`src/design/icf_pkg.sv`:
```
package icf_pkg;

  // register indices on the plain register port
  localparam logic [2:0] ADDR_CTRL_TWO   = 3'h0;
  localparam logic [2:0] ADDR_CTRL_THREE = 3'h1;
  localparam logic [2:0] ADDR_PFLAGS_ONE = 3'h2;
  localparam logic [2:0] ADDR_PFLAGS_TWO = 3'h3;
  localparam logic [2:0] ADDR_CORE_CTRL  = 3'h4;
  localparam logic [2:0] ADDR_ENABLES    = 3'h5;
  localparam logic [2:0] ADDR_PRIOS      = 3'h6;

  // values after reset
  localparam logic [7:0] RST_CTRL_TWO    = 8'hff;
  localparam logic [7:0] RST_CTRL_THREE  = 8'hc0;
  localparam logic [7:0] RST_FLAGS       = 8'h00;
  localparam logic [7:0] RST_CORE_CTRL   = 8'h00;
  localparam logic [7:0] RST_ENABLES     = 8'h00;
  localparam logic [7:0] RST_PRIOS       = 8'hff;

  // implemented bits of the flag registers
  localparam logic [7:0] PF1_MASK        = 8'h7b;
  localparam logic [7:0] PF2_MASK        = 8'hce;
  // flags that software may write (clear); hardware-held flags excluded
  localparam logic [7:0] PF1_SW_MASK     = 8'h4b;

  // control two field positions
  localparam int CT2_PULLUP_DIS = 7;
  localparam int CT2_EDGE0      = 6;
  localparam int CT2_EDGE3      = 3;
  localparam int CT2_TMR0_PRIO  = 2;
  localparam int CT2_EXT3_PRIO  = 1;
  localparam int CT2_PORT_PRIO  = 0;
  // control three field positions
  localparam int CT3_EXT2_PRIO  = 7;
  localparam int CT3_EXT1_PRIO  = 6;
  localparam int CT3_EN_LO      = 3;
  localparam int CT3_FLAG_LO    = 0;
  // flag positions
  localparam int PF1_ADC        = 6;
  localparam int PF1_RX         = 5;
  localparam int PF1_TX         = 4;
  localparam int PF1_SSP        = 3;
  localparam int PF1_TMR2       = 1;
  localparam int PF1_TMR1       = 0;
  localparam int PF2_OSC        = 7;
  localparam int PF2_CMP        = 6;
  localparam int PF2_BCL        = 3;
  localparam int PF2_LVD        = 2;
  localparam int PF2_TMR3       = 1;
  // core control positions
  localparam int CC_PRIO_EN     = 2;
  localparam int CC_PERIPH_EN   = 1;
  localparam int CC_GLOBAL_EN   = 0;

  localparam logic [7:0] VEC_HIGH = 8'h08;
  localparam logic [7:0] VEC_LOW  = 8'h18;

  // one-cycle events from the on-chip peripherals
  typedef struct packed {
    logic adc_done;
    logic sync_serial_done;
    logic timer2_match;
    logic timer1_ovf;
    logic osc_fail;
    logic comparator_change;
    logic bus_collision;
    logic low_voltage;
    logic timer3_ovf;
  } icf_events_s;

  // request to the core
  typedef struct packed {
    logic       req;
    logic       high;
    logic [7:0] vector;
  } icf_irq_s;

endpackage

```
`src/design/icf_irq_flags.sv`:
```
`timescale 1ns/1ps
// How it works
// - pull-up disable bit set turns all port-B pull-ups off, else latch decides
// - four edge-select bits: 1 rising edge, 0 falling edge
// - timer0, ext3 and port-change priority bits: 1 high, 0 low
// - top two bits of control three give ext2 and ext1 priority
// - bits 5..3 enable external interrupts 3, 2, 1
// - bits 2..0 flag external interrupts 3, 2, 1 until software clears
// - flags set on events regardless of any enable
// - converter-done flag sets on conversion end, held until cleared
// - receive-full flag read-only, mirrors full buffer, cleared by buffer read
// - transmit-empty flag read-only, mirrors empty buffer, cleared by buffer write
// - sync serial flag sets on transfer completion, held until cleared
// - timer2 period match flag sets on match, held until cleared
// - timer1 overflow flag sets on overflow, held until cleared
// - unimplemented flag bits read zero
// - oscillator-fail flag sets on clock fail, cleared only by software
// - comparator flag sets on input change, held until cleared
// - bus-collision flag sets on collision, held until cleared
// - low-voltage flag sets on detection, held until cleared
// - timer3 overflow flag sets on overflow, held until cleared
// - priority disabled: per-source priority bits ignored
// - request vectors to 08h or 18h when flag, enable, global enable set
// - priority disabled: peripheral requests need peripheral global enable
module icf_irq_flags (
  input  wire logic                core_clk_in,
  input  wire logic                rst_n_in,
  input  wire logic [2:0]          reg_addr_in,
  input  wire logic [7:0]          reg_wdata_in,
  input  wire logic                reg_wr_in,
  input  wire logic                reg_rd_in,
  output logic      [7:0]          reg_rdata_out,
  input  wire logic [3:0]          ext_irq_pin_in,
  input  wire logic [7:0]          port_b_latch_in,
  output logic      [7:0]          port_b_pullup_en_out,
  input  wire icf_pkg::icf_events_s periph_evt_in,
  input  wire logic                serial1_rx_full_in,
  input  wire logic                serial1_tx_empty_in,
  input  wire logic                timer0_flag_in,
  input  wire logic                timer0_en_in,
  input  wire logic                port_change_flag_in,
  input  wire logic                port_change_en_in,
  output logic      [3:0]          ext_irq_edge_out,
  output icf_pkg::icf_irq_s        irq_out
);

  logic [7:0] ctrl_two_q;
  logic [7:0] ctrl_three_q;
  logic [7:0] pflags_one_q;
  logic [7:0] pflags_two_q;
  logic [7:0] core_ctrl_q;
  logic [7:0] enables_q;
  logic [7:0] prios_q;
  logic [3:0] pin_meta_q;
  logic [3:0] pin_sync_q;
  logic [3:0] pin_prev_q;
  logic [3:0] edge_sel;
  logic [3:0] edge_hit;
  logic       wr_ct2;
  logic       wr_ct3;
  logic       wr_pf1;
  logic       wr_pf2;
  logic [7:0] rdata_d;
  logic [7:0] pf1_view;
  logic       prio_en;
  logic       any_high;
  logic       any_low;
  logic       ext1_hi;
  logic       ext2_hi;
  logic       ext3_hi;
  logic       t0_hi;
  logic       pc_hi;
  logic [7:0] pf1_act;
  logic [7:0] pf2_act;
  logic [7:0] pf1_set;
  logic [7:0] pf2_set;
  logic [7:0] sw_wdata;

  // write strobes per register
  always_comb begin
    wr_ct2 = reg_wr_in && (reg_addr_in == icf_pkg::ADDR_CTRL_TWO);
    wr_ct3 = reg_wr_in && (reg_addr_in == icf_pkg::ADDR_CTRL_THREE);
    wr_pf1 = reg_wr_in && (reg_addr_in == icf_pkg::ADDR_PFLAGS_ONE);
    wr_pf2 = reg_wr_in && (reg_addr_in == icf_pkg::ADDR_PFLAGS_TWO);
    sw_wdata = reg_wdata_in;
  end

  // pins are asynchronous: two flops, then a third for edge compare
  always_ff @(posedge core_clk_in) begin
    if (!rst_n_in) begin
      pin_meta_q <= 4'h0;
      pin_sync_q <= 4'h0;
      pin_prev_q <= 4'h0;
    end else begin
      pin_meta_q <= ext_irq_pin_in;
      pin_sync_q <= pin_meta_q;
      pin_prev_q <= pin_sync_q;
    end
  end

  // edge select bits 6..3 map to pins 0..3
  always_comb begin
    edge_sel = {ctrl_two_q[icf_pkg::CT2_EDGE3], ctrl_two_q[icf_pkg::CT2_EDGE3 + 1],
                ctrl_two_q[icf_pkg::CT2_EDGE3 + 2], ctrl_two_q[icf_pkg::CT2_EDGE0]};
    for (int i = 0; i < 4; i++) begin
      edge_hit[i] = edge_sel[i] ? (pin_sync_q[i] && !pin_prev_q[i])
                                : (!pin_sync_q[i] && pin_prev_q[i]);
    end
  end

  // control two: fully software owned
  always_ff @(posedge core_clk_in) begin
    if (!rst_n_in) begin
      ctrl_two_q <= icf_pkg::RST_CTRL_TWO;
    end else if (wr_ct2) begin
      ctrl_two_q <= reg_wdata_in;
    end
  end

  // control three: flags set by pin edges; a set beats a same-cycle clear
  always_ff @(posedge core_clk_in) begin
    if (!rst_n_in) begin
      ctrl_three_q <= icf_pkg::RST_CTRL_THREE;
    end else begin
      if (wr_ct3) begin
        ctrl_three_q <= reg_wdata_in;
      end
      for (int i = 1; i < 4; i++) begin
        if (edge_hit[i]) begin
          ctrl_three_q[icf_pkg::CT3_FLAG_LO + i - 1] <= 1'b1;
        end
      end
    end
  end

  // hardware-set peripheral flags; held until software writes a zero
  always_comb begin
    pf1_set = 8'h00;
    pf1_set[icf_pkg::PF1_ADC]  = periph_evt_in.adc_done;
    pf1_set[icf_pkg::PF1_SSP]  = periph_evt_in.sync_serial_done;
    pf1_set[icf_pkg::PF1_TMR2] = periph_evt_in.timer2_match;
    pf1_set[icf_pkg::PF1_TMR1] = periph_evt_in.timer1_ovf;
    pf2_set = 8'h00;
    pf2_set[icf_pkg::PF2_OSC]  = periph_evt_in.osc_fail;
    pf2_set[icf_pkg::PF2_CMP]  = periph_evt_in.comparator_change;
    pf2_set[icf_pkg::PF2_BCL]  = periph_evt_in.bus_collision;
    pf2_set[icf_pkg::PF2_LVD]  = periph_evt_in.low_voltage;
    pf2_set[icf_pkg::PF2_TMR3] = periph_evt_in.timer3_ovf;
  end

  // flag register one, storage for software-clearable bits only
  always_ff @(posedge core_clk_in) begin
    if (!rst_n_in) begin
      pflags_one_q <= icf_pkg::RST_FLAGS;
    end else if (wr_pf1) begin
      pflags_one_q <= ((sw_wdata & icf_pkg::PF1_SW_MASK) | pf1_set) & icf_pkg::PF1_SW_MASK;
    end else begin
      pflags_one_q <= (pflags_one_q | pf1_set) & icf_pkg::PF1_SW_MASK;
    end
  end

  // flag register two
  always_ff @(posedge core_clk_in) begin
    if (!rst_n_in) begin
      pflags_two_q <= icf_pkg::RST_FLAGS;
    end else if (wr_pf2) begin
      pflags_two_q <= (sw_wdata | pf2_set) & icf_pkg::PF2_MASK;
    end else begin
      pflags_two_q <= (pflags_two_q | pf2_set) & icf_pkg::PF2_MASK;
    end
  end

  // serial flags follow the buffers; the port clears them on buffer access
  always_comb begin
    pf1_view = pflags_one_q;
    pf1_view[icf_pkg::PF1_RX] = serial1_rx_full_in;
    pf1_view[icf_pkg::PF1_TX] = serial1_tx_empty_in;
    pf1_view = pf1_view & icf_pkg::PF1_MASK;
  end

  // extra control: priority enable, peripheral and global enables
  always_ff @(posedge core_clk_in) begin
    if (!rst_n_in) begin
      core_ctrl_q <= icf_pkg::RST_CORE_CTRL;
      enables_q   <= icf_pkg::RST_ENABLES;
      prios_q     <= icf_pkg::RST_PRIOS;
    end else if (reg_wr_in) begin
      if (reg_addr_in == icf_pkg::ADDR_CORE_CTRL) begin
        core_ctrl_q <= reg_wdata_in & 8'h07;
      end else if (reg_addr_in == icf_pkg::ADDR_ENABLES) begin
        enables_q <= reg_wdata_in;
      end else if (reg_addr_in == icf_pkg::ADDR_PRIOS) begin
        prios_q <= reg_wdata_in;
      end
    end
  end

  // read mux, data one cycle after the strobe; unmapped reads zero
  always_comb begin
    if (reg_addr_in == icf_pkg::ADDR_CTRL_TWO) begin
      rdata_d = ctrl_two_q;
    end else if (reg_addr_in == icf_pkg::ADDR_CTRL_THREE) begin
      rdata_d = ctrl_three_q;
    end else if (reg_addr_in == icf_pkg::ADDR_PFLAGS_ONE) begin
      rdata_d = pf1_view;
    end else if (reg_addr_in == icf_pkg::ADDR_PFLAGS_TWO) begin
      rdata_d = pflags_two_q;
    end else if (reg_addr_in == icf_pkg::ADDR_CORE_CTRL) begin
      rdata_d = core_ctrl_q;
    end else if (reg_addr_in == icf_pkg::ADDR_ENABLES) begin
      rdata_d = enables_q;
    end else if (reg_addr_in == icf_pkg::ADDR_PRIOS) begin
      rdata_d = prios_q;
    end else begin
      rdata_d = 8'h00;
    end
  end

  always_ff @(posedge core_clk_in) begin
    if (!rst_n_in) begin
      reg_rdata_out <= 8'h00;
    end else if (reg_rd_in) begin
      reg_rdata_out <= rdata_d;
    end else begin
      reg_rdata_out <= 8'h00;
    end
  end

  // pull-ups registered so the pad sees a clean level
  always_ff @(posedge core_clk_in) begin
    if (!rst_n_in) begin
      port_b_pullup_en_out <= 8'h00;
    end else if (ctrl_two_q[icf_pkg::CT2_PULLUP_DIS]) begin
      port_b_pullup_en_out <= 8'h00;
    end else begin
      port_b_pullup_en_out <= port_b_latch_in;
    end
  end

  always_ff @(posedge core_clk_in) begin
    if (!rst_n_in) begin
      ext_irq_edge_out <= 4'h0;
    end else begin
      ext_irq_edge_out <= edge_hit;
    end
  end

  // request evaluation; enables register gates flags one bit for bit, flags two have no per-source enables
  always_comb begin
    prio_en = core_ctrl_q[icf_pkg::CC_PRIO_EN];
    pf1_act = pf1_view & enables_q & icf_pkg::PF1_MASK;
    pf2_act = pflags_two_q & prios_q & 8'h00;
    pf2_act = pflags_two_q & icf_pkg::PF2_MASK & {8{core_ctrl_q[icf_pkg::CC_PERIPH_EN]}};
    // priority bits count only with priority enabled
    ext1_hi = prio_en && ctrl_three_q[icf_pkg::CT3_EXT1_PRIO];
    ext2_hi = prio_en && ctrl_three_q[icf_pkg::CT3_EXT2_PRIO];
    ext3_hi = prio_en && ctrl_two_q[icf_pkg::CT2_EXT3_PRIO];
    t0_hi   = prio_en && ctrl_two_q[icf_pkg::CT2_TMR0_PRIO];
    pc_hi   = prio_en && ctrl_two_q[icf_pkg::CT2_PORT_PRIO];
    any_high = 1'b0;
    any_low  = 1'b0;
    for (int i = 0; i < 3; i++) begin
      if (ctrl_three_q[icf_pkg::CT3_FLAG_LO + i] && ctrl_three_q[icf_pkg::CT3_EN_LO + i]) begin
        if ((i == 0 && ext1_hi) || (i == 1 && ext2_hi) || (i == 2 && ext3_hi)) begin
          any_high = 1'b1;
        end else begin
          any_low = 1'b1;
        end
      end
    end
    if (timer0_flag_in && timer0_en_in) begin
      if (t0_hi) any_high = 1'b1;
      else any_low = 1'b1;
    end
    if (port_change_flag_in && port_change_en_in) begin
      if (pc_hi) any_high = 1'b1;
      else any_low = 1'b1;
    end
    // peripheral sources: low priority in priority mode, gated otherwise
    if (prio_en) begin
      if (|pf1_act || |(pflags_two_q & icf_pkg::PF2_MASK)) any_low = 1'b1;
    end else if (core_ctrl_q[icf_pkg::CC_PERIPH_EN]) begin
      if (|pf1_act || |pf2_act) any_low = 1'b1;
    end
  end

  // global enable gates the request; compatibility mode always uses 08h
  always_ff @(posedge core_clk_in) begin
    if (!rst_n_in) begin
      irq_out <= '0;
    end else begin
      irq_out.req  <= core_ctrl_q[icf_pkg::CC_GLOBAL_EN] && (any_high || any_low);
      irq_out.high <= any_high || !prio_en;
      irq_out.vector <= (any_high || !prio_en) ? icf_pkg::VEC_HIGH
                                                : icf_pkg::VEC_LOW;
    end
  end

endmodule

```
`config.mk`:
```
export PLATFORM = sky130hd
export DESIGN_NAME = icf_irq_flags
export DESIGN_NICKNAME = d
export VERILOG_FILES = /design/src/design/icf_pkg.sv /design/src/design/icf_irq_flags.sv
export SDC_FILE = /design/constraint.sdc
export NUM_CORES = 1
export LEC_CHECK = 0
export BUFFER_PORTS_ARGS = -buffer_cell sky130_fd_sc_hd__buf_2
export CAP_MARGIN = 10
export CORE_MARGIN = 2
export CORE_UTILIZATION = 54
export CTS_CLUSTER_SIZE = 16
export DETAILED_ROUTE_END_ITERATION = 10
export PLACE_DENSITY = 0.79
export SETUP_SLACK_MARGIN = 0.5
export SLEW_MARGIN = 20
export SYNTH_ARGS = -nofsm -noshare
export SYNTH_HDL_FRONTEND = slang
export SYNTH_SLANG_ARGS = --single-unit
```
`constraint.sdc`:
```
create_clock -name core_clk_in -period 1.7 [get_ports core_clk_in]
set_clock_uncertainty 0.1 [all_clocks]
set_input_delay 0.17 -clock core_clk_in [delete_from_list [all_inputs] [get_ports core_clk_in]]
set_output_delay 0.17 -clock core_clk_in [all_outputs]
set_load 0.02 [all_outputs]
```
==> results of run 1 <==
==> cell usage in the layout (no fill, tap or decap), types with 2 or more instances in the layout <==
| master | count |
|---|---|
| a211oi_1 | 3 |
| a21boi_0 | 8 |
| a21boi_1 | 4 |
| a21oi_1 | 22 |
| a221oi_1 | 2 |
| a22oi_1 | 3 |
| a311oi_1 | 3 |
| and2_1 | 23 |
| buf_2 | 62 |
| buf_4 | 13 |
| bufinv_16 | 2 |
| clkbuf_4 | 2 |
| clkbuf_8 | 9 |
| clkinvlp_4 | 2 |
| conb_1 | 6 |
| dfxtp_1 | 80 |
| dlygate4sd3_1 | 25 |
| inv_1 | 4 |
| mux2_2 | 4 |
| mux2_4 | 3 |
| mux2i_1 | 13 |
| nand2_1 | 61 |
| nand2b_1 | 3 |
| nand3_1 | 21 |
| nand3b_1 | 3 |
| nor2_1 | 11 |
| nor2b_1 | 17 |
| nor3_1 | 3 |
| nor3b_1 | 4 |
| o211ai_1 | 3 |
| o21a_1 | 9 |
| o21ai_0 | 5 |
| o22a_1 | 2 |
==> sequential cells by signal (all words and copies together), names as in the netlist <==
name / flops
irq_out: 4
prios_q: 8
pflags_two_q: 5
ctrl_three_q: 8
enables_q: 8
pin_prev_q: 4
core_ctrl_q: 3
ctrl_two_q: 8
port_b_pullup_en_out: 8
pin_meta_q: 4
pin_sync_q: 4
reg_rdata_out: 8
pflags_one_q: 4
ext_irq_edge_out: 4
==> report_power, final <==
group / switching, W / internal, W
sequential: 0.0000500 / 0.00194
clock: 0.000721 / 0.000835
combinational: 0.000247 / 0.000221
==> final timing paths <==
kind              startpoint       endpoint  slack [ps]  depth (start not counted)
max          pflags_one_q[6]     irq_out[9]         280                          5
min          reg_wdata_in[2]   enables_q[2]          40                          3
max reg2reg  pflags_one_q[6]     irq_out[9]         280                          5
min reg2reg    pin_meta_q[3]  pin_sync_q[3]         340                          1
==> area by class of cell <==
type	count	area (um2)	share of cell area, %
clock buffers	10	128	3.00
flip-flops and latches	80	1600	37.7
repair buffers	104	704	16.6
clock inverters	6	92.6	2.18
well taps	75	93.8	2.21
inverters	4	15.0	0.353
multi-input cells	257	1610	38.0
==> routing by layer <==
metal / vias up / GRT usage [%] / share of wire [%]
met4: 0 / 9.50 / 1.3
met2: 110 / 45.9 / 48
met5: - / 0 / 0
met3: 11 / 5.49 / 6.0
li1: 1429 / - / -
met1: 1374 / 35.6 / 45
==> worst min-delay path: stages <==
cell and delay (ps):
buf_2 150, nand2_1 60, a21boi_0 60
==> through the flow <==
step | util [%] | total power, W
after detailed placement | 63.4 | 0.00244
after CTS | 71.6 | 0.00403
final | 72.2 | 0.00402
after global placement | 63.4 | 0.00244
after floorplan | - | 0.00229
after global routing | 72.2 | 0.00416
==> cell families after synthesis <==
logic type | after synthesis
other cells | 1
flops | 80
buf+inv | 28
simple gates | 157
compound gates | 74
mux | 20
==> what timing repair did <==
item,CTS,global route
resized for setup,1,10
endpoints found under the hold margin,26,0
hold buffers,25,0
pin swaps,0,1
setup endpoints to repair,4,14
==> flow_summary.ini, run 1 <==
[logic_synthesis]
synth_xor_area_share_pct = 0
synth_area_leaders = dfxtp_1, nand2_1, and2_1
yosys.area_share.simple_pct = 25.1
synth_edf_count = 0
syn_area_um2 = 3280
ys_ff_latch = 80
synth.most_common_cell = dfxtp_1
synth_top_area_cell = dfxtp_1
synth.top_cell.area_share_pct = 48.8
synth_fa_ha_area_share_pct = 0
syn_avg_cell_area_um2 = 9.12
netlist_top_cells_count = dfxtp_1, nand2_1, and2_1
ys.flop_type = dfxtp_1
synth_top_family_by_area = simple AND/OR/NAND/NOR gates
yosysUniqueCellTypes = 44
yosysSeqAreaShare_pct = 48.8
ys_async_sr_fraction_pct = 0
syn-instance-count = 360
synth_compound_area_share_pct = 15.3
synthMuxAreaShare_pct = 6.37
yosysWarningCount = 0

[clock_network]
tritoncts = built
htree_levels = 3
clkSinkCount = 80
post_cts_buffers = 0
cts_root_buf = clkbuf_8
clk_latency_ps = 360
clk_pin_slew_ps = 80
cts_buffers = 9
ctsLongestPathBuffers = 2

[timing]
layout_min_cycle_time_ps = 1420
whs_ps = 35.8
min_period_over_period_pct = 83.6
setup_viol = 0
worst_slack_ps = 279
hold_viol_final = 0
rsz0062_at_grt = true
tns_ps = 0
max_freq_mhz = 703
slew_viol_final = 0

[pwr]
peakVddDrop_uv = 641
p_per_area_nw_per_um2 = 946
p_leak_nw = 1.82

[place]
dp_slack_ps = 105
place_inst = 495
placed_area_um2 = 3730
place_hpwl_mm = 5.86
gp_congestion = 0.960
io_buffers = 65

[grt]
grt_overflow = 0
grt_pass1_wl_mm = 13.5
grt_usage_pct = 27.6
antenna_found_initial = 0
grt_max_degree = 29
grt_pass1_vias = 2741

[routing]
viasPerCell = 5.46
vias = 2924
drt_pass1_iterations = 4
wl_per_cell_um = 16.2
drt_iter0_drc = 232
antenna_left = 0
wl_mm = 8.68
drc = 0

[floorplanning]
die_w_um = 82.0
rows = 28
die_area_um2 = 6720
initial_core_util_pct = 55.8
io_pins = 72
die_y_um = 82.0
core_area_um2 = 5890

[cells_and_area]
n_antenna_cell = 0
postLayoutCellArea_um2 = 4250
final.fill_count = 466
area_growth_pct = 29.4
drive_gt1_share_pct = 24.3
fin_nets = 498
final_cells = 536

[critical_path]
crit_path_max_fanout = 3
path_cells = a22o_1 -> a2111oi_4 -> a31oi_1 -> o22ai_1 -> a21oi_1
crit_arrival_ps = 1560
crit_family = compound AO/OA/AOI/OAI gates
critPathSlowestCell = dfxtp_1
crit_type = reg2reg
cp_slowest_stage_delay_ps = 340
crit_required_ps = 1840
cp.buffers_inverters = 0
startpoint_type = flip-flop
worst_setup_path_end_kind = flip-flop

[run_status]
status = finished, final reports clean

[run]
maxCapViolCount = 0

[min_path]
hp-class = in2reg
Note: power is estimated with default switching activity, not from simulation.
==> run 2: changes to the inputs <==
--- a/config.mk
+++ b/config.mk
@@ -5,6 +5,7 @@
 export SDC_FILE = /design/constraint.sdc
 export NUM_CORES = 1
 export LEC_CHECK = 0
+export ABC_AREA = 1
 export BUFFER_PORTS_ARGS = -buffer_cell sky130_fd_sc_hd__buf_2
 export CAP_MARGIN = 10
 export CORE_MARGIN = 2
==> constraint.sdc (replaced) <==
create_clock -name core_clk_in -period 1.4 [get_ports core_clk_in]
set_clock_uncertainty 0.1 [all_clocks]
set_input_delay 0.14 -clock core_clk_in [delete_from_list [all_inputs] [get_ports core_clk_in]]
set_output_delay 0.14 -clock core_clk_in [all_outputs]
set_load 0.02 [all_outputs]
==> flow_summary.ini, run 2 <==
[run_status]
status = finished, final reports clean

[place]
gp_congestion = 0.890
io_buffers = 65
dp_slack_ps = -33.4
placed_area_um2 = 3900
place_inst = 618
place_hpwl_mm = 6.06

[timing]
tightest_slew_ps = 531
setup_viol = 0
layout_min_cycle_time_ps = 1320
worst_slack_ps = 76.7
min_period_over_period_pct = 94.5
hold_viol_final = 0
rsz0062_at_grt = true
max_freq_mhz = 756
slew_headroom_pct = 64.6
slew_viol_final = 0

[routing]
wl_per_cell_um = 16.3
antenna_left = 0
wl_mm = 11.0
vias = 3647
drt_iter0_drc = 426
drc = 0
viasPerCell = 5.39
drt_pass1_iterations = 6

[clock_network]
htree_levels = 3
clkSinkCount = 80
clk_pin_slew_ps = 90
clk_latency_ps = 370
cts_root_buf = clkbuf_8
cts_buffers = 9
ctsLongestPathBuffers = 2
tritoncts = built

[logic_synthesis]
yosysUniqueCellTypes = 25
synth_edf_count = 0
ys_ff_latch = 80
synth_top_area_cell = dfxtp_1
syn_avg_cell_area_um2 = 7.02
ys_async_sr_fraction_pct = 0
synth_area_leaders = dfxtp_1, nand2_1, inv_1
syn_area_um2 = 3360
netlist_top_cells_count = nand2_1, dfxtp_1, inv_1
yosysSeqAreaShare_pct = 47.6
synth.most_common_cell = nand2_1
ys.flop_type = dfxtp_1
yosysWarningCount = 0
syn-instance-count = 479
synth.top_cell.area_share_pct = 47.6

[pwr]
p_per_area_nw_per_um2 = 1030
p_leak_nw = 2.53
peakVddDrop_uv = 904

[critical_path]
worst_setup_path_end_kind = flip-flop
cp.buffers_inverters = 2
r2r_setup_slack_ps = 80
crit_path_max_fanout = 5
crit_required_ps = 1570
r2r-end = irq_out[8]
cp_slowest_stage_delay_ps = 390
crit_path_end = irq_out[8]
crit_start = core_ctrl_q[2]
critPathSlowestCell = dfxtp_4
crit_family = simple AND/OR/NAND/NOR gates
r2r-start = core_ctrl_q[2]
crit_arrival_ps = 1490
worstRegToRegCells = 8
crit_type = reg2reg
crit_path_frequent_cell = nand2_1
path_cells = nand2_1 -> inv_2 -> nand2_1 -> nand3_1 -> nor2_2 -> nand2_2 -> nand2_1 -> inv_1
crit_cells = 8
startpoint_type = flip-flop

[run]
maxCapViolCount = 0

[cells_and_area]
multi_input_area_um2 = 1610
n_antenna_cell = 0
final_cell_mix = nand2_1, inv_1, dfxtp_2
final_cells = 676
drive_gt1_share_pct = 37.8
layout_commonest_cell = nand2_1
area_growth_pct = 47.7
fin_nets = 638
final.fill_count = 322
postLayoutCellArea_um2 = 4970
seq_area_um2 = 1660

[grt]
antenna_found_initial = 0
grt_max_degree = 42
grt_pass1_wl_mm = 15.4
grt_overflow = 0
grt_pass1_vias = 3257
grt_usage_pct = 28.1

[min_path]
hp-class = in2reg

[floorplanning]
core_area_um2 = 5960
die_w_um = 82.9
rows = 28
die_y_um = 82.9
die_area_um2 = 6870
io_pins = 72
initial_core_util_pct = 56.4
==> run 2: changes by cell type in the layout (fill, tap and decap cells not counted), moves of 23 or more <==
| cell | previous run | this run |
|---|---|---|
| buf_2 | 62 | 36 |
| inv_1 | 4 | 72 |
| buf_6 | 1 | 33 |
| and2_1 | 23 | 0 |
| nand2_1 | 61 | 108 |
| o21ai_1 | 1 | 28 |
| dfxtp_2 | 0 | 46 |
| dfxtp_1 | 80 | 33 |
==> run 2: worst min-delay path by stage <==
| stage | from | end | slack, ps | cells after the start |
|---|---|---|---|---|
| floorplan | rst_n_in | irq_out[3] | 70 | 0 |
| global placement | ext_irq_pin_in[2] | pin_meta_q[2] | 220 | 3 |
| detailed placement | ext_irq_pin_in[3] | pin_meta_q[3] | 230 | 3 |
| CTS | reg_wdata_in[0] | core_ctrl_q[0] | 0.4 | 3 |
| global route | reg_wdata_in[3] | ctrl_two_q[3] | 30 | 3 |
| finish | reg_wdata_in[0] | core_ctrl_q[0] | 4 | 3 |
==> run 2: what timing repair did <==
item,in CTS,in global routing
buffers inserted,6,9
hold buffers,27,0
pin swaps,15,28
resized for setup,125,77
endpoints found under the setup margin,67,88
endpoints found under the hold margin,30,0
==> run 2: cell families after synthesis <==
family | after synthesis | share of synthesized area (%)
DFF | 80 | 47.6
buffers and inverters | 102 | 12.2
other | 1 | 0.112
AOI/OAI and AO/OA | 91 | 14.5
and+or+nand+nor | 205 | 25.5
==> run 2: cell type report <==
type / count / area share (%)
flip-flops and latches: 80 / 33.5
multi-input cells: 302 / 32.4
repair buffers: 118 / 20.6
inverters: 85 / 6.98
clock buffers: 9 / 2.49
clock inverters: 7 / 2.09
well taps: 75 / 1.89
==> run 2: layer usage <==
| metal | GRT usage, % | share of wire, % | up-vias | wire length, um |
|---|---|---|---|---|
| met4 | 12.7 | 4.3 | 0 | 473 |
| li1 | - | - | 1719 | - |
| met1 | 35.8 | 39 | 1660 | 4240 |
| met5 | 0 | 0 | - | 0 |
| met3 | 4.67 | 8.2 | 59 | 907 |
| met2 | 46.8 | 49 | 209 | 5390 |
==> run 2: worst register-to-register path, stage by stage, from the launching register on <==
cell and delay (ps):
dfxtp_4 390, nand2_1 120, inv_2 60, nand2_1 70, nand3_1 100, nor2_2 160, nand2_2 90, nand2_1 90
inv_1 50
==> run 2: power breakdown <==
part,switching (W),internal (W)
combinational,0.000422,0.000322
sequential,0.0000744,0.00238
clock,0.000912,0.00102
==> run 2: metrics by stage <==
| stage | hold WS [ps] | TNS (ps) | utilization [%] | power, W |
|---|---|---|---|---|
| after floorplan | 67.7 | 0 | - | 0.00281 |
| after global placement | 222 | 0 | 65.4 | 0.00298 |
| after detailed placement | 228 | -33.4 | 65.4 | 0.00299 |
| after CTS | 0.351 | 0 | 78.9 | 0.00501 |
| after global routing | 25.6 | 0 | 83.4 | 0.00532 |
| final | 3.92 | 0 | 83.4 | 0.00513 |
